===== config.mk =====
export PLATFORM = sky130hd
export DESIGN_NAME = i2c_intr_status
export DESIGN_NICKNAME = d
export VERILOG_FILES = /design/src/hw/i2c_intr_pkg.sv /design/src/hw/flag_if.sv /design/src/hw/flag_bank.sv /design/src/hw/i2c_intr_status.sv
export SDC_FILE = /design/constraint.sdc
export NUM_CORES = 1
export LEC_CHECK = 0
export ABC_AREA = 1
export BUFFER_PORTS_ARGS = -buffer_cell sky130_fd_sc_hd__buf_4
export CAP_MARGIN = 20
export CORE_MARGIN = 8
export CORE_UTILIZATION = 50
export DETAILED_ROUTE_END_ITERATION = 12
export PLACE_DENSITY = 0.86
export SLEW_MARGIN = 15
export SYNTH_ARGS = -nofsm -noshare
export SYNTH_HDL_FRONTEND = slang
export SYNTH_SLANG_ARGS = --single-unit

===== constraint.sdc =====
create_clock -name ref_clk_i -period 4 [get_ports ref_clk_i]
set_input_delay 1.2 -clock ref_clk_i [delete_from_list [all_inputs] [get_ports ref_clk_i]]
set_output_delay 1.2 -clock ref_clk_i [all_outputs]
set_load 0.005 [all_outputs]

===== src/hw/i2c_intr_pkg.sv =====
// Shared constants and types of the interrupt status and mask block.
package i2c_intr_pkg;

  //////////////////////////////////////////////////////////////////////////
  // Register map, byte addresses on the register port.
  localparam int ADDR_W = 32;
  localparam int REG_W = 16;
  localparam logic [ADDR_W-1:0] INTR_STATUS_ADDR = 32'h5000132c;
  localparam logic [ADDR_W-1:0] INTR_MASK_ADDR = 32'h50001330;
  localparam logic [REG_W-1:0] INTR_STATUS_RESET = 16'h0000;

  //////////////////////////////////////////////////////////////////////////
  // Flag field positions, shared by status and mask registers.
  localparam int FLAG_W = 12;
  localparam int GEN_CALL_BIT = 11;
  localparam int START_SEEN_BIT = 10;
  localparam int STOP_SEEN_BIT = 9;
  localparam int BUSY_BIT = 8;
  localparam int SEND_DONE_BIT = 7;
  localparam int SEND_ABORT_BIT = 6;
  localparam int READ_REQ_BIT = 5;
  localparam int SEND_EMPTY_BIT = 4;
  localparam int SEND_OVER_BIT = 3;
  localparam int RECV_FULL_BIT = 2;
  localparam int RECV_OVER_BIT = 1;
  localparam int RECV_UNDER_BIT = 0;

  // Mask reset: bits 11 and 7..0 enabled, bits 10..8 masked off.
  localparam logic [FLAG_W-1:0] MASK_RESET = 12'h8ff;

  //////////////////////////////////////////////////////////////////////////
  // FIFO sizing and abort cause width.
  localparam int FIFO_DEPTH = 32;
  localparam int CAUSE_W = 16;

  // Internal enable: running, draining after disable, or off.
  typedef enum logic [1:0] {
    EN_OFF,
    EN_ON,
    EN_DRAIN
  } enable_state_t;

endpackage


===== src/hw/flag_if.sv =====
// Set, clear and state vectors of a bank of sticky flags.
`timescale 1ns/1ns
interface flag_if #(
  parameter int N = 12
);
  logic [N-1:0] set;
  logic [N-1:0] clr;
  logic [N-1:0] q;

  // Controller side drives the events and reads the flags.
  modport ctrl (output set, output clr, input q);
  // Bank side holds the flags.
  modport bank (input set, input clr, output q);
endinterface


===== src/hw/flag_bank.sv =====
// Bank of sticky flags where a set in the clearing cycle wins.
`timescale 1ns/1ns
module flag_bank #(
  parameter int N = 12
) (
  input wire logic ref_clk_i, // System clock.
  input wire logic rst_n_i,   // Synchronous reset, active low.
  flag_if.bank flags          // Set, clear and flag state.
);

  // One flip-flop per flag; the set term is ORed after the clear.
  for (genvar i = 0; i < N; i++) begin : g_flag
    always_ff @(posedge ref_clk_i) begin
      if (!rst_n_i) begin
        flags.q[i] <= 1'b0;
      end else begin
        flags.q[i] <= flags.set[i] | (flags.q[i] & ~flags.clr[i]);
      end
    end
  end

endmodule


===== src/hw/i2c_intr_status.sv =====
// Interrupt status, mask and event flag logic of the I2C controller.
`timescale 1ns/1ns
module i2c_intr_status #(
  parameter int DEPTH = i2c_intr_pkg::FIFO_DEPTH,
  parameter int LEVEL_W = $clog2(i2c_intr_pkg::FIFO_DEPTH + 1)
) (
  input wire logic ref_clk_i, // System clock, 100 MHz.
  input wire logic rst_n_i,   // Synchronous reset, active low.
  // Register port.
  input wire logic [i2c_intr_pkg::ADDR_W-1:0] reg_addr_i, // Byte address.
  input wire logic reg_wr_i,  // Write strobe.
  input wire logic reg_rd_i,  // Read strobe.
  input wire logic [i2c_intr_pkg::REG_W-1:0] reg_wdata_i, // Write data.
  output logic [i2c_intr_pkg::REG_W-1:0] reg_rdata_o, // Read data.
  // Controller enable and machine activity.
  input wire logic enable_i,    // Enable bit 0 of the enable register.
  input wire logic sm_active_i, // Master or slave machine not idle.
  // Bus events, one-cycle pulses.
  input wire logic start_seen_i,  // START or repeated START seen.
  input wire logic stop_seen_i,   // STOP seen.
  input wire logic bus_active_i,  // Controller activity.
  input wire logic slv_tx_nack_i, // Slave transmit byte not acknowledged.
  input wire logic tx_abort_i,    // Queued transmit could not complete.
  input wire logic [i2c_intr_pkg::CAUSE_W-1:0] abort_cause_i, // Cause.
  input wire logic rd_req_i,      // Addressed as slave for read.
  input wire logic gen_call_ack_i, // General call received and acked.
  input wire logic rx_byte_i,     // Byte received from the bus.
  // FIFO levels and thresholds.
  input wire logic [LEVEL_W-1:0] tx_level_i,  // Send FIFO level.
  input wire logic [LEVEL_W-1:0] rx_level_i,  // Receive FIFO level.
  input wire logic [LEVEL_W-1:0] send_threshold_i, // Send threshold.
  input wire logic [LEVEL_W-1:0] receive_threshold_i, // Receive threshold.
  // Data command register accesses.
  input wire logic data_cmd_wr_i, // Software wrote data command.
  input wire logic data_cmd_rd_i, // Software read data command.
  // Clear register reads, one-cycle pulses.
  input wire logic combined_clear_rd_i, // Combined clear read.
  input wire logic busy_clear_rd_i,     // Busy clear read.
  input wire logic abort_clear_rd_i,    // Abort clear read.
  input wire logic read_request_clear_rd_i, // Read-request clear read.
  input wire logic gen_call_clear_rd_i, // General-call clear read.
  input wire logic send_done_clear_rd_i, // Send-done clear read.
  input wire logic start_clear_rd_i,    // Start clear read.
  input wire logic stop_clear_rd_i,     // Stop clear read.
  input wire logic send_over_clear_rd_i, // Send overflow clear read.
  input wire logic recv_over_clear_rd_i, // Receive overflow clear read.
  input wire logic recv_under_clear_rd_i, // Receive underflow clear read.
  // Results.
  output logic intr_o,             // Combined interrupt, active high.
  output logic [i2c_intr_pkg::FLAG_W-1:0] intr_status_o, // Masked flags.
  output logic [i2c_intr_pkg::CAUSE_W-1:0] abort_cause_o, // Abort cause.
  output logic tx_flush_o,         // Hold send FIFO flushed.
  output logic rx_flush_o,         // Hold receive FIFO flushed.
  output logic scl_hold_o,         // Stretch SCL low.
  output logic rx_store_o,         // Push received byte.
  output logic rx_discard_o,       // Drop received byte, still acked.
  output logic internal_enable_o   // Internal enable.
);
  import i2c_intr_pkg::*;

  ////////////////////////////////////////////////////////////////////////////
  // Declarations.
  localparam logic [LEVEL_W-1:0] FULL_LEVEL = LEVEL_W'(DEPTH);
  localparam logic [LEVEL_W-1:0] EMPTY_LEVEL = '0;

  enable_state_t en_state;
  enable_state_t next_en_state;
  logic [FLAG_W-1:0] intr_mask;
  logic [FLAG_W-1:0] next_status;
  logic [REG_W-1:0] next_rdata;
  logic [CAUSE_W-1:0] next_cause;

  flag_if #(.N(FLAG_W)) flags ();

  ////////////////////////////////////////////////////////////////////////////
  // Decoding of register port and controller conditions.
  wire logic sel_status = (reg_addr_i == INTR_STATUS_ADDR);
  wire logic sel_mask = (reg_addr_i == INTR_MASK_ADDR);
  wire logic mask_wr = reg_wr_i & sel_mask;
  wire logic disabled = ~enable_i;
  wire logic int_en_low = (en_state == EN_OFF);
  wire logic tx_full = (tx_level_i == FULL_LEVEL);
  wire logic rx_full = (rx_level_i == FULL_LEVEL);
  wire logic rx_empty = (rx_level_i == EMPTY_LEVEL);

  ////////////////////////////////////////////////////////////////////////////
  // Internal enable follows the enable bit up at once, but after a disable
  // it stays high until the master and slave machines have gone idle.
  always_comb begin
    next_en_state = en_state;
    unique case (en_state)
      EN_OFF: begin
        if (enable_i) begin
          next_en_state = EN_ON;
        end
      end
      EN_ON: begin
        if (!enable_i) begin
          next_en_state = sm_active_i ? EN_DRAIN : EN_OFF;
        end
      end
      EN_DRAIN: begin
        if (enable_i) begin
          next_en_state = EN_ON;
        end else if (!sm_active_i) begin
          next_en_state = EN_OFF;
        end
      end
    endcase
  end

  // Enable state register.
  always_ff @(posedge ref_clk_i) begin
    if (!rst_n_i) begin
      en_state <= EN_OFF;
      internal_enable_o <= 1'b0;
    end else begin
      en_state <= next_en_state;
      internal_enable_o <= (next_en_state != EN_OFF);
    end
  end

  ////////////////////////////////////////////////////////////////////////////
  // Set terms. A set wins over a clear in the same cycle.
  assign flags.set[START_SEEN_BIT] = start_seen_i;
  assign flags.set[STOP_SEEN_BIT] = stop_seen_i;
  assign flags.set[BUSY_BIT] = bus_active_i;
  assign flags.set[SEND_DONE_BIT] = slv_tx_nack_i;
  assign flags.set[SEND_ABORT_BIT] = tx_abort_i;
  assign flags.set[READ_REQ_BIT] = rd_req_i;
  assign flags.set[GEN_CALL_BIT] = gen_call_ack_i;
  assign flags.set[SEND_OVER_BIT] = data_cmd_wr_i & tx_full;
  assign flags.set[RECV_OVER_BIT] = rx_byte_i & rx_full;
  assign flags.set[RECV_UNDER_BIT] = data_cmd_rd_i & rx_empty;

  // Level flags: the send FIFO looks empty while disabled, so send-empty
  // then tracks whether the machines are still active.
  assign flags.set[SEND_EMPTY_BIT] = enable_i ?
    (tx_level_i <= send_threshold_i) : sm_active_i;
  // Receive-full drops the moment the enable bit is written to 0.
  assign flags.set[RECV_FULL_BIT] = enable_i &
    (rx_level_i >= receive_threshold_i);

  ////////////////////////////////////////////////////////////////////////////
  // Clear terms.
  assign flags.clr[START_SEEN_BIT] = start_clear_rd_i | combined_clear_rd_i;
  assign flags.clr[STOP_SEEN_BIT] = stop_clear_rd_i | combined_clear_rd_i;
  // Busy holds through idle; only these three actions drop it.
  assign flags.clr[BUSY_BIT] = disabled | busy_clear_rd_i |
    combined_clear_rd_i;
  assign flags.clr[SEND_DONE_BIT] = send_done_clear_rd_i |
    combined_clear_rd_i;
  assign flags.clr[SEND_ABORT_BIT] = abort_clear_rd_i |
    combined_clear_rd_i;
  assign flags.clr[READ_REQ_BIT] = read_request_clear_rd_i |
    combined_clear_rd_i;
  assign flags.clr[GEN_CALL_BIT] = disabled | gen_call_clear_rd_i |
    combined_clear_rd_i;
  // Overflow and underflow hold their level until internal enable is low or their own or the combined clear is read.
  assign flags.clr[SEND_OVER_BIT] = int_en_low | send_over_clear_rd_i |
    combined_clear_rd_i;
  assign flags.clr[RECV_OVER_BIT] = int_en_low | recv_over_clear_rd_i |
    combined_clear_rd_i;
  assign flags.clr[RECV_UNDER_BIT] = int_en_low | recv_under_clear_rd_i |
    combined_clear_rd_i;
  // Level flags follow their condition with no memory.
  assign flags.clr[SEND_EMPTY_BIT] = 1'b1;
  assign flags.clr[RECV_FULL_BIT] = 1'b1;

  // Raw event flags.
  flag_bank #(
    .N(FLAG_W)
  ) u_flags (
    .ref_clk_i(ref_clk_i),
    .rst_n_i(rst_n_i),
    .flags(flags)
  );

  ////////////////////////////////////////////////////////////////////////////
  // Mask register, one enable bit per flag at the same position.
  always_ff @(posedge ref_clk_i) begin
    if (!rst_n_i) begin
      intr_mask <= MASK_RESET;
    end else if (mask_wr) begin
      intr_mask <= reg_wdata_i[FLAG_W-1:0];
    end
  end

  ////////////////////////////////////////////////////////////////////////////
  // Masked status and combined interrupt line.
  assign next_status = flags.q & intr_mask;

  // Status and interrupt registers.
  always_ff @(posedge ref_clk_i) begin
    if (!rst_n_i) begin
      intr_status_o <= INTR_STATUS_RESET[FLAG_W-1:0];
      intr_o <= 1'b0;
    end else begin
      intr_status_o <= next_status;
      intr_o <= |next_status;
    end
  end

  ////////////////////////////////////////////////////////////////////////////
  // Read data: masked status or mask, reserved bits and other addresses 0.
  always_comb begin
    next_rdata = reg_rdata_o;
    if (reg_rd_i) begin
      if (sel_status) begin
        next_rdata = {{(REG_W-FLAG_W){1'b0}}, next_status};
      end else if (sel_mask) begin
        next_rdata = {{(REG_W-FLAG_W){1'b0}}, intr_mask};
      end else begin
        next_rdata = '0;
      end
    end
  end

  // Read data register holds until the next read.
  always_ff @(posedge ref_clk_i) begin
    if (!rst_n_i) begin
      reg_rdata_o <= '0;
    end else begin
      reg_rdata_o <= next_rdata;
    end
  end

  ////////////////////////////////////////////////////////////////////////////
  // Abort cause: captured with the abort, zeroed when the abort is cleared.
  always_comb begin
    next_cause = abort_cause_o;
    if (tx_abort_i) begin
      next_cause = abort_cause_i;
    end else if (flags.clr[SEND_ABORT_BIT]) begin
      next_cause = '0;
    end
  end

  // Abort cause register.
  always_ff @(posedge ref_clk_i) begin
    if (!rst_n_i) begin
      abort_cause_o <= '0;
    end else begin
      abort_cause_o <= next_cause;
    end
  end

  ////////////////////////////////////////////////////////////////////////////
  // FIFO and bus controls. The send flush and clock hold use the flag's
  // next value so that they line up with the flag itself.
  wire logic next_abort = flags.set[SEND_ABORT_BIT] |
    (flags.q[SEND_ABORT_BIT] & ~flags.clr[SEND_ABORT_BIT]);
  wire logic next_read_req = flags.set[READ_REQ_BIT] |
    (flags.q[READ_REQ_BIT] & ~flags.clr[READ_REQ_BIT]);
  wire logic rx_room = rx_byte_i & ~rx_full;

  // Control registers.
  always_ff @(posedge ref_clk_i) begin
    if (!rst_n_i) begin
      tx_flush_o <= 1'b1;
      rx_flush_o <= 1'b1;
      scl_hold_o <= 1'b0;
      rx_store_o <= 1'b0;
      rx_discard_o <= 1'b0;
    end else begin
      tx_flush_o <= next_abort | disabled;
      rx_flush_o <= disabled;
      scl_hold_o <= next_read_req;
      rx_store_o <= rx_room;
      rx_discard_o <= rx_byte_i & rx_full;
    end
  end

endmodule


**Yosys cells after proc, flatten, opt, wreduce, memory -nomap -nowiden**

Index checks and enable logic that the tools add are counted.

- Logic and storage cells: 102
- Output and inout bits: 51
- Register bits: 76

- Bitwise gates (word level): 55
- $lt $le $gt $ge: 2
- Mux-type cells: 11
- Reduce and logical (&&, ||, !) cells: 5
- Equality and inequality tests: 6

Operators by type and width:

| kind | count |
|---|---|
| 32-bit by 31-bit == test with 1-bit output (second input constant) | 2 |
| 16-bit two-way mux | 2 |
| 1-bit OR | 26 |
| 12-bit two-way mux | 2 |
| 1-bit bitwise AND | 16 |
| 12-bit bitwise AND | 1 |
| 6-bit == test (second input constant) | 2 |
| 1-bit NOT | 12 |
| 12-bit OR reduction | 1 |
| 2-bit two-way mux | 5 |
| 6-bit >= comparator | 1 |
| 6-bit less-or-equal comparator | 1 |
| 6-bit zero test | 1 |
| 2-bit one-hot mux with 3 select lines | 1 |
| 2-bit nonzero test | 2 |
| 2-bit by 1-bit == test with 1-bit output (second input constant) | 1 |
| 2-bit == test (second input constant) | 1 |
| 2-bit zero test | 1 |
| 1-bit two-way mux | 1 |

**Depth between registers and ports, before layout**

Gate-level depths: netlist (run 1).

- Word-level depth: 6
- Gate-level depth with buffers: 10

**Cells and area by module**

Synthesis (run 1) repeated with hierarchy kept, for this count alone.

- Cells, all modules: 512
- Area, all modules: 3558.4 sq um

Modules (own cells, without submodules):

| module | instances | sequential area each (sq um) | area an instance (sq um) | cells each |
|---|---|---|---|---|
| i2c_intr_status | 1 | 1221.2 | 3070.4 | 450 |
| flag_bank | 1 | 240.2 | 488.0 | 62 |

**Worst setup path before layout (run 1)**

Ideal clock, no wire load.

- Path kind: in2reg
- Start: in reg_addr_i[24] (netlist name)
- End: reg intr_mask[0]
- Path buffers: 1
- Slack: 1.830 ns
- Stages on the path: 9
- Arrival time: 2.037 ns
- Library setup time: 0.134 ns
- Cells stage by stage: inv_1 > nand2_1 > nor2_1 > nand2_1 > nor2_4 > nand3_4 > buf_2 > nand2_1 > nand3_1

- Cells in the longest elaborated chain, start to end: 2

Ends and longest elaborated chain:

| what | line | text |
|---|---|---|
| start, declared | i2c_intr_status.sv:10 | `input wire logic [i2c_intr_pkg::ADDR_W-1:0] reg_addr_i,` |
| 32-bit by 31-bit == test with 1-bit output | i2c_intr_status.sv:78 | `wire logic sel_mask = (reg_addr_i == INTR_MASK_ADDR);` |
| 1-bit bitwise AND | i2c_intr_status.sv:79 | `wire logic mask_wr = reg_wr_i & sel_mask;` |
| end signal, assigned | i2c_intr_status.sv:185 | `intr_mask <= reg_wdata_i[FLAG_W-1:0];` |
| end, declared | i2c_intr_status.sv:68 | `logic [FLAG_W-1:0] intr_mask;` |

Every way passes these cells.
A chain may end at the register's enable or synchronous reset.

**Final worst setup path (run 1)**

- Start: in reg_addr_i[24] (netlist name)
- End: reg intr_mask[8]

The elaborated chain is that of the path after synthesis.

==> run summary, run 1 <==
STA classifies the critical path endpoint as a flop. The worst setup path is launched from an input port. The maximum number of pins on one net before global-route repair was 36. The total overflow left after global routing is 0. The final clock period utilization by the worst path is 61.4%. The power density over cell area is 322 nW/um2, and the flip-flop and latch count after synthesis is 72.

In the post-synthesis netlist, the cell with the most instances is sky130_fd_sc_hd__nand2_1. Gates resized during post-CTS repair numbered 0. Yosys mapped a number of flops with a built-in enable equal to 0.

Timing would allow up to 0.407 GHz. The run gives 2.66 ns as the internal reg-to-reg setup slack. For the remaining routing DRC violations, the log shows 0.

Counting I/O delays and the setup requirement, the final critical path takes 2.46 ns. The average instance in the mapped netlist occupies 7.19 um2. Buffers placed on the I/O ports in this run total 157.

After synthesis, the cell types taking the most area are sky130_fd_sc_hd__dfxtp_1 43%, sky130_fd_sc_hd__nand2_1 13%, sky130_fd_sc_hd__nand3_1 7.6%. For the final hold violation count, the log shows 0. In the synthesized netlist the dominant register cell turns out to be sky130_fd_sc_hd__dfxtp_1. The growth of design area from synthesis to finish is 39.7%, and the first-pass GRT wire length is 16.5 mm. The tools report the instance count after placement with tap cells included as 687. Endpoint of the worst-slack reg-to-reg timing path: internal_enable_o$_SDFF_PN0_.

For the highest ir drop seen on vdd, the log shows 178 uV. The clock arrives with 0.00825 ns of skew. In this run the deepest clock path goes through 2 buffers. The number of nets at the end of the flow was 748; the number of warnings printed during yosys synthesis was 0. Setup repair after global routing left no endpoint under its margin. For the final setup violation count, the log shows 0.

The number of global-route vias before repair was 3582. The post-CTS setup buffer count is 0, and the number of distinct standard cells referenced by the synthesized netlist is 30. Transition time at the pin with the least slew margin: 0.687 ns. The tools report the effective utilization at floorplan as 50.6%. TritonCTS built the clock tree. The number of antenna diodes in the final layout is 0. In the routed layout, each cell is associated on average with a via count of 4.91.

The count of filler cells inserted in the layout is 552. The run finished with clean final reports. The synthesized netlist occupies a cell area of 3380 um2.

Summed over all cells, the static leakage comes to 2.46 nW. The total via count in the routed design was 3450. In this run the number of H-tree levels came out at 3.

Ranked by instance count, the synthesized netlist is headed by 121 x sky130_fd_sc_hd__nand2_1, 72 x sky130_fd_sc_hd__dfxtp_1, 59 x sky130_fd_sc_hd__inv_1, 51 x sky130_fd_sc_hd__nand3_1, 48 x sky130_fd_sc_hd__nor2_1. Synthesis produced 470 cells. Count of placed standard cells in the final layout, fillers left out: 702. In this run the horizontal extent of the chip is 98.2 um. In this run the tightest slew margin relative to its limit is 54.1%.

Summed over all nets, the half-perimeter wirelength after detailed placement is 8.16 mm. Of the cells placed in the final design, the portion with a size suffix greater than 1 is 30.5%. The initialized floorplan defines 30 standard-cell rows. After synthesis, the share of flip-flops with an asynchronous set or reset is 0%. In this run, CTS created clock tree buffers numbering 9. Iteration count of the initial detailed-routing pass: 5.

The height of the die came out at 98.2 um. The type of the worst min-delay path was flop to flop. The top cell type by area accounts for 42.7% of the synthesized area. The weighted congestion at the end of routability-driven global placement is 0.885, and the global-route usage over all layers is 20.9%. For the max-slew violation count, the log shows 0. The launching element of the worst setup path was reg_addr_i[24].

The top cell type by total area after synthesis was sky130_fd_sc_hd__dfxtp_1. After routing, the total negative slack on setup checks comes to 0 ns. I/O pin count: 166. Startpoint of the worst register-to-register path: en_state[0]$_SDFF_PN0_. For the number of antenna violations at the first check in global routing, the log shows 0. Of all nets on the critical path, the largest fanout is 25. Data required time of the worst path: 4.25 ns.

For the register area share after synthesis, the log shows 42.7%. Clock-pin slew was measured on the worst setup and hold paths at 0.07 ns. The worst setup path endpoint is intr_mask[8]$_SDFFE_PN0P_.

The mean routed wirelength per cell is 14.2 um, and the worst-skew pair later-pin latency is 0.33 ns. For this block, the initial DRC count from the detailed router was 204. The logs give 72 for the TritonCTS sink count and 0 for the number of buffers inserted by hold repair at cts.

The worst setup path is of the input port to flop kind. Max-cap violations in this run came to 0. Buffer cell driving the clock tree root: sky130_fd_sc_hd__clkbuf_8. The area of the die is 9650 um2. After detailed routing, the total wire length is 9.97 mm.

The number of cells on the worst reg-to-reg path is 7, and the residual antenna-violating net count after detailed routing is 0. The worst endpoint data arrival time was 2.71 ns; the core region area was 6680 um2.
## power breakdown
| group | total [W] | leakage [nW] | internal (W) | switching (W) |
|---|---|---|---|---|
| Sequential | 0.000750 | 0.588 | 0.000740 | 0.0000110 |
| Clock | 0.000547 | 0.0989 | 0.000299 | 0.000248 |
| Combinational | 0.000223 | 1.77 | 0.000121 | 0.000102 |
## routing by layer
layer,global-route usage [%],wire (um),up-vias
met3,6.33,690,23
met5,0,0,-
met4,9.56,320,0
li1,-,-,1776
met1,22.2,3780,1536
met2,37.2,5180,115
## cell usage in the layout (no fill, tap or decap), drive strengths merged, types with 5 or more instances in the layout
cell type / instances
buf: 158
nand2: 122
dfxtp: 72
inv: 59
nand3: 52
nor2: 52
a21oi: 44
ha: 15
clkbuf: 11
o21ai: 9
nor3: 5
## state kept, by name, indices dropped and copies added, names as in the netlist
register,flops
en_state,2
rx_discard_o,1
u_flags.flags.q,12
tx_flush_o,1
intr_o,1
abort_cause_o,16
internal_enable_o,1
intr_mask,12
reg_rdata_o,12
intr_status_o,12
rx_store_o,1
rx_flush_o,1
## cell families after synthesis
group	share of synthesized area (%)
flip-flops	42.7
other	0.111
AO/OA/AOI/OAI	10.4
adder cells (fa/ha/maj)	5.55
AND/OR/NAND/NOR	30.4
buffers and inverters	11.0
## worst min path at each step
stage	depth (start not counted)	slack, ns	endpoint	startpoint
6_report	2	0.46	reg_rdata_o[3]$_SDFFE_PN0P_	reg_rdata_o[3]$_SDFFE_PN0P_
4_1_cts	2	0.47	reg_rdata_o[3]$_SDFFE_PN0P_	reg_rdata_o[3]$_SDFFE_PN0P_
3_3_place_gp	2	0.46	reg_rdata_o[5]$_SDFFE_PN0P_	reg_rdata_o[5]$_SDFFE_PN0P_
3_5_place_dp	2	0.46	reg_rdata_o[3]$_SDFFE_PN0P_	reg_rdata_o[3]$_SDFFE_PN0P_
2_1_floorplan	2	0.44	intr_status_o[4]$_SDFF_PN0_	u_flags.flags.q[4]$_SDFF_PN0_
5_1_grt	2	0.49	reg_rdata_o[2]$_SDFFE_PN0P_	reg_rdata_o[2]$_SDFFE_PN0P_
## final cells by class
class / count / area [um2] / area share (%)
well taps: 80 / 100 / 2.12
clock inverters: 4 / 45.0 / 0.954
flip-flops and latches: 72 / 1440 / 30.5
multi-input cells: 317 / 1580 / 33.5
inverters: 60 / 226 / 4.80
clock buffers: 11 / 141 / 3.00
repair buffers: 158 / 1190 / 25.1
## through the flow
stage / hold WS [ns] / setup WS [ns] / instance area [um2] / total power (W) / utilization, %
floorplan: 0.444 / 1.83 / 3390 / 0.000858 / -
global placement: 0.458 / 1.25 / 4530 / 0.000980 / 67.8
detailed placement: 0.455 / 1.18 / 4530 / 0.000990 / 67.8
CTS: 0.466 / 1.52 / 4720 / 0.00153 / 70.6
global route: 0.491 / 1.36 / 4720 / 0.00159 / 70.6
finish: 0.464 / 1.54 / 4720 / 0.00152 / 70.6
## worst max-delay path, cell delays in order
cell                       delay, ns
sky130_fd_sc_hd__buf_4          0.11
sky130_fd_sc_hd__inv_1          0.04
sky130_fd_sc_hd__nand2_1        0.04
sky130_fd_sc_hd__nor2_1         0.10
sky130_fd_sc_hd__nand2_1        0.09
sky130_fd_sc_hd__nor2_4         0.42
sky130_fd_sc_hd__nand3_4        0.27
sky130_fd_sc_hd__clkinv_2       0.23
sky130_fd_sc_hd__nand2_1        0.07
sky130_fd_sc_hd__a21oi_1        0.12
(Power assumes the default switching activity.)
==> run 2: changes to the inputs <==
--- a/config.mk
+++ b/config.mk
@@ -9,9 +9,9 @@
 export BUFFER_PORTS_ARGS = -buffer_cell sky130_fd_sc_hd__buf_4
 export CAP_MARGIN = 20
 export CORE_MARGIN = 8
-export CORE_UTILIZATION = 50
+export CORE_UTILIZATION = 42
 export DETAILED_ROUTE_END_ITERATION = 12
-export PLACE_DENSITY = 0.86
+export PLACE_DENSITY = 0.77
 export SLEW_MARGIN = 15
 export SYNTH_ARGS = -nofsm -noshare
 export SYNTH_HDL_FRONTEND = slang
==> constraint.sdc (replaced) <==
create_clock -name ref_clk_i -period 2.1 [get_ports ref_clk_i]
set_input_delay 0.63 -clock ref_clk_i [delete_from_list [all_inputs] [get_ports ref_clk_i]]
set_output_delay 0.63 -clock ref_clk_i [all_outputs]
set_load 0.005 [all_outputs]
==> run summary, run 2 (synthesis gave the netlist of run 1 again) <==
Entering global routing, the biggest net connects 26 pins. The max-slew violation count is 0, and the total negative slack for setup checks is 0 ns. TritonCTS built the clock tree. The final clock period utilization by the worst path was 76.4%. Global routing finished with a remaining overflow of 0. The peak fanout along the critical path was 12; the data required time of the worst path was 2.38 ns. After clock tree synthesis, the clock-pin slew on the worst setup and hold paths is 0.07 ns.

After legalization and detailed placement, the total HPWL measured 8.48 mm. More flip-flops sit in one register than any other, and that register is abort_cause_o. The count of instances resized after the clock tree is built was 0; the remaining routing DRC violations was 0.

The run finished with clean final reports. In this run the number of H-tree levels came out at 3. The endpoint of the worst-slack reg-to-reg timing path was internal_enable_o$_SDFF_PN0_. The type of the setup path with the least slack was input port to flop.

The height of the die was 106 um; the total via count in the routed design was 3499. Dividing the detail-routed via count by the number of cells gives 4.81. The run gives 4 as the iteration count of the initial detailed-routing pass. The worst hold path depth is 2, and the placed cell area is 4600 um2.

The wire length after detailed routing is 10.4 mm, and the flip-flop and latch area is 1440 um2. Of the cells placed in the final design, the portion with a size suffix greater than 1 is 30.5%. The logs give 0 for the number of buffers inserted by hold repair at cts and 0.623 GHz for the highest clock frequency the design can meet.

The final critical path time including I/O delays and setup was 1.61 ns. The run gives 2.47 nW as the static leakage power. 166 I/O pins were placed. Final setup violation count: 0. The worst hold path begins at reg_rdata_o[2]$_SDFFE_PN0P_.

The number of global-route vias before repair came out at 3612. The logs give 741 for the count of filler cells inserted in the layout and 0.184 ns for the minimum setup slack after placement. STA puts the critical path data arrival time at 1.88 ns. STA classifies the critical path endpoint as a flop.

VDD sags by at most 273 uV. Flip-flop count of the largest register after layout: 16. The footprint of the multi-input gates is 1580 um2. For the weighted congestion at the end of routability-driven global placement, the log shows 0.857.

Global routing used 18.7% of the available tracks across all layers. The number of cells on the worst reg-to-reg path was 7. For the effective utilization at floorplan, the log shows 43.5%. The run gives 0 as the reported max-cap violation count.

The first global-routing pass estimated 17.0 mm of wire. Clock tree synthesis inserted a total of 9 buffers. Once detail routing completed, the nets flagged for antenna violations numbered 0.

After layout, the worst setup slack is 0.495 ns. In the final design database the tool counted 752 nets. For the number of antenna cells inserted, the log shows 0. Power spread over the standard cell area amounts to 592 nW/um2.

Setup repair after global routing left no endpoint under its margin. The cell sitting at the root of the clock tree is a sky130_fd_sc_hd__clkbuf_8. Area of the die: 11200 um2. Leaving out fill and tap cells, the most frequent cell in the layout is sky130_fd_sc_hd__buf_4. The number of antenna violations at the first check in global routing came out at 0. After the first detailed-routing iteration, the DRC count stood at 127. The kind of start point of the critical path is an input port.

Final hold analysis gives a worst-case slack of 0.471 ns. Between clock sinks in the finished design, the worst skew comes to 0.00405 ns. In the final routed layout, each cell accounts on average for 14.3 um. Clock latency on the worst-skew pair, taken at its later pin, is 0.34 ns. The min-delay analysis places its worst path in the category flop to flop.

The count of standard-cell rows is 32. The core region is 7770 um2. The run gives 0 as the final hold violation count.

The area growth from synthesis to layout is 41.1%. For flop-to-flop paths, the worst setup slack is 0.69 ns. The tools report the post-route cell area as 4770 um2.

The die is 106 um wide. The tools report the endpoint with the worst hold slack as reg_rdata_o[2]$_SDFFE_PN0P_. The longest clock path from root to sink contains 2 buffers. The startpoint identified for the worst register-to-register timing path is en_state[1]$_SDFF_PN0_. The logs give 0 for the post-CTS setup buffer count and 72 for the TritonCTS sink count.

Buffers placed on the I/O ports in this run total 157. Leaving out fill and tap cells, the most frequent cells in the layout are 161 x sky130_fd_sc_hd__buf_4, 121 x sky130_fd_sc_hd__nand2_1, 72 x sky130_fd_sc_hd__dfxtp_1, 58 x sky130_fd_sc_hd__inv_1, 51 x sky130_fd_sc_hd__nand3_1.
## run 2: cell types whose count changed in the layout (fill, tap and decap cells not counted), sizes merged
cell	change
buf	+4
bufinv	-1
clkbuf	+4
clkinv	-3
## run 2: worst max-delay path by stage
stage / depth (start not counted) / startpoint / endpoint / slack [ns]
2_1_floorplan: 9 / reg_addr_i[24] / intr_mask[0]$_SDFFE_PN1P_ / 0.50
3_3_place_gp: 10 / reg_addr_i[13] / reg_rdata_o[8]$_SDFFE_PN0P_ / 0.25
3_5_place_dp: 10 / reg_addr_i[11] / reg_rdata_o[10]$_SDFFE_PN0P_ / 0.18
4_1_cts: 10 / reg_addr_i[11] / reg_rdata_o[11]$_SDFFE_PN0P_ / 0.49
5_1_grt: 10 / reg_addr_i[15] / reg_rdata_o[5]$_SDFFE_PN0P_ / 0.34
6_report: 10 / reg_addr_i[11] / reg_rdata_o[11]$_SDFFE_PN0P_ / 0.49
## run 2: metal layers
metal | global-route usage [%] | wire length (um) | up-vias
met1 | 19.7 | 3960 | 1598
li1 | - | - | 1783
met3 | 4.45 | 570 | 16
met4 | 7.14 | 197 | 0
met2 | 34.9 | 5650 | 102
met5 | 0 | 0 | -
## run 2: power breakdown
part	internal (W)	switching (W)	total, W	leakage (nW)
Sequential	0.00141	0.0000211	0.00143	0.588
Clock	0.000490	0.000471	0.000961	0.0838
Combinational	0.000235	0.000197	0.000432	1.80
## run 2: final cells by class
type,count,area share [%]
multi-input cells,317,33.1
flip-flops and latches,72,30.2
repair buffers,162,25.8
inverters,60,4.75
clock buffers,15,3.49
well taps,102,2.68
## run 2: through the flow
stage          total power, W  cells  util [%]
2_1_floorplan         0.00163    473         -
3_3_place_gp          0.00187    713      59.3
3_5_place_dp          0.00189    713      59.3
4_1_cts               0.00284    728      61.4
5_1_grt               0.00297    728      61.4
6_report              0.00282    728      61.4
## run 2: critical path, cell delays in order
cell	delay [ns]
sky130_fd_sc_hd__buf_4	0.11
sky130_fd_sc_hd__inv_1	0.05
sky130_fd_sc_hd__nand2_1	0.04
sky130_fd_sc_hd__nor2_1	0.08
sky130_fd_sc_hd__nand2_1	0.13
sky130_fd_sc_hd__nor2_2	0.39
sky130_fd_sc_hd__nand3_1	0.16
sky130_fd_sc_hd__nand2_1	0.11
sky130_fd_sc_hd__nand2_1	0.07
sky130_fd_sc_hd__a21oi_2	0.10
==> run 3: changes to the inputs <==
==> constraint.sdc (replaced) <==
create_clock -name ref_clk_i -period 1.3 [get_ports ref_clk_i]
set_input_delay 0.39 -clock ref_clk_i [delete_from_list [all_inputs] [get_ports ref_clk_i]]
set_output_delay 0.39 -clock ref_clk_i [all_outputs]
set_load 0.005 [all_outputs]
==> run summary, run 3 (synthesis gave the netlist of run 1 again) <==
The run finished with clean final reports. Hold is met by 0.248 ns. The logs give 4 for the iteration count of the initial detailed-routing pass and 126 for the iteration-0 DRC count of the detailed router.

166 I/O pins were placed. The height of the die was 106 um; the number of port buffers was 157. Data on the critical path arrives at its endpoint at 0.83 ns.

Final clock period utilization by the worst path: 93.6%. The critical path in this run is classified as flop to primary output. The slowest stage of the critical path belongs to the cell sky130_fd_sc_hd__dfxtp_2.

In this run the worst setup path begins at u_flags.flags.q[5]$_SDFF_PN0_. Counting cells, the worst reg-to-reg path comes to 7. The path length in cells of the critical path is 1, and the number of antenna violations at the first check in global routing is 0. The TritonCTS buffer count was 9. The die covers 11200 um2. The data required time of the worst path is 0.91 ns. The number of nets at the end of the flow came out at 765.

The element type at the critical path end was a primary output. The core region area was 7770 um2; the wire length after detailed routing was 10.4 mm. The final setup violation count was 0.

In the post-route analysis, the smallest setup slack over all paths is 0.0836 ns. Remaining routing DRC violations: 0. Post-detailed-placement half-perimeter wirelength: 8.46 mm.

The TritonCTS sink count came out at 72. The tools report the level count of the clock H-tree as 3. After filler insertion, the fill cell instance count of the layout stands at 723.

The first global-routing pass estimated 16.7 mm of wire. The longest clock path from root to sink contains 2 buffers. The tools report the internal reg-to-reg setup slack as 0.10 ns. The number of antenna cells inserted was 0. The clock slew seen by the registers of the worst setup and hold paths was 0.08 ns; the number of global-route vias before repair was 3561.

STA classifies the critical path startpoint as a flop. The buffer cell driving the clock tree root is sky130_fd_sc_hd__clkbuf_8. The register containing the most flip-flops in the final layout is abort_cause_o.

Setup repair after global routing left no endpoint under its margin. In the layout the commonest cells are 170 x sky130_fd_sc_hd__buf_4, 120 x sky130_fd_sc_hd__nand2_1, 69 x sky130_fd_sc_hd__dfxtp_1, 55 x sky130_fd_sc_hd__inv_1, 51 x sky130_fd_sc_hd__nand3_1. The growth of design area from synthesis to finish was 47.5%. Traced cell by cell, the critical path runs through buf_4. The number of buffers inserted by hold repair at cts is 0, and the maximum number of pins on one net before global-route repair is 39. IR analysis of the VDD net gives a maximum drop of 557 uV.

Row generation in the floorplan step produced 32 rows. Leftover overflow at the end of global routing: 0. Worst setup path endpoint: scl_hold_o. For this run, the top clock speed supported by timing is 0.822 GHz.

The minimum setup slack after placement was -0.272 ns. Along the worst hold path, the cell count comes to 3. Leaving out fill and tap cells, the most frequent cell in the layout is sky130_fd_sc_hd__buf_4.

The register with the most flip-flops in the layout has 16 of them. The power density over cell area came out at 997 nW/um2. The ratio of cells with drive above 1 in the final layout was 34.1%. The startpoint of the worst register-to-register path was en_state[0]$_SDFF_PN0_.

Type of the worst min-delay path: input port to flop. The total via count in the routed design is 3502. In the routed layout, each cell is associated on average with a via count of 4.72. The die is 106 um wide. Summed over all cells, the static leakage comes to 2.57 nW.

The max-slew violation count was 0; the mean routed wirelength per cell was 14.0 um. TritonCTS built the clock tree. On the worst path, the slowest cell contributes a delay of 0.36 ns.

The category of cells accounting for the largest share of critical-path delay was flip-flops. The number of buffers and inverters on the critical path was 1. The run gives 0.00736 ns as the setup skew after layout.

Once the floorplan was initialized, standard cells occupied 43.5% of the core. In this run the remaining antenna-violating nets after routing total 0. The tool flagged a number of max-cap violations equal to 0.

In this run the worst path has a maximum fanout of 3. The worst-skew pair later-pin latency is 0.34 ns. The run gives 0 as the final hold violation count. The final critical path time including I/O delays and setup is 1.22 ns.

Global routing consumed, over all layers together, 18.2% of the routing resources. The tools report the endpoint of the worst-slack reg-to-reg timing path as internal_enable_o$_SDFF_PN0_. The run gives 0.820 as the weighted congestion at the end of routability-driven global placement.
==> run 3: changes by cell type in the layout (fill, tap and decap cells not counted), moves of 2 or more <==
cell,change
sky130_fd_sc_hd__inv_1,-3
sky130_fd_sc_hd__inv_2,+3
sky130_fd_sc_hd__o21ai_1,+3
sky130_fd_sc_hd__bufinv_16,+2
sky130_fd_sc_hd__clkinv_2,+2
sky130_fd_sc_hd__buf_12,+3
sky130_fd_sc_hd__buf_4,+9
sky130_fd_sc_hd__o21ai_0,-3
sky130_fd_sc_hd__clkbuf_1,-4
sky130_fd_sc_hd__dfxtp_1,-3
sky130_fd_sc_hd__dfxtp_2,+3
==> run 3: timing repair <==
| item | 4_1_cts | 5_1_grt |
|---|---|---|
| buffers inserted | 0 | 0 |
| pin swaps | 2 | 2 |
| endpoints found under the setup margin | 2 | 13 |
| resized for setup | 5 | 8 |
| hold endpoints to repair | 0 | 0 |
==> run 3: where the power goes <==
| group | switching, W | internal, W |
|---|---|---|
| sequential | 0.0000355 | 0.00228 |
| combinational | 0.000331 | 0.000411 |
| clock | 0.000796 | 0.00112 |
| total | 0.00116 | 0.00381 |
==> run 3: metal layers <==
metal	global-route usage (%)	wire length, um	vias to the layer above	part of all wire (%)
met1	18.1	3800	1574	37
met2	34.0	5570	97	54
li1	-	-	1816	-
met4	5.63	181	0	1.7
met5	0	0	-	0
met3	7.00	792	15	7.7
==> run 3: final cells by class <==
class	count	area [um2]	area share (%)
Multi-Input combinational cell	317	1600	32.0
Sequential cell	72	1450	29.0
Timing Repair Buffer	175	1370	27.4
Inverter	60	228	4.57
Clock buffer	10	138	2.76
Tap cell	102	128	2.56
Clock inverter	6	82.6	1.66
==> run 3: how the worst min path moves through the flow <==
stage	start	to
after floorplan	u_flags.flags.q[4]$_SDFF_PN0_	intr_status_o[4]$_SDFF_PN0_
final	slv_tx_nack_i	u_flags.flags.q[7]$_SDFF_PN0_
after global routing	slv_tx_nack_i	u_flags.flags.q[7]$_SDFF_PN0_
after CTS	slv_tx_nack_i	u_flags.flags.q[7]$_SDFF_PN0_
after global placement	reg_rdata_o[5]$_SDFFE_PN0P_	reg_rdata_o[5]$_SDFFE_PN0P_
after detailed placement	reg_rdata_o[3]$_SDFFE_PN0P_	reg_rdata_o[3]$_SDFFE_PN0P_
==> run 3: stage by stage <==
step                      TNS, ns  cells  power (W)  utilization, %  cell area, um2
after floorplan            -0.660    473    0.00264               -            3400
after global placement      -5.12    726    0.00305            61.0            4740
after detailed placement    -6.42    726    0.00308            61.0            4740
after CTS                       0    742    0.00502            64.0            4970
after global routing            0    742    0.00521            64.2            4990
final                           0    742    0.00497            64.2            4990
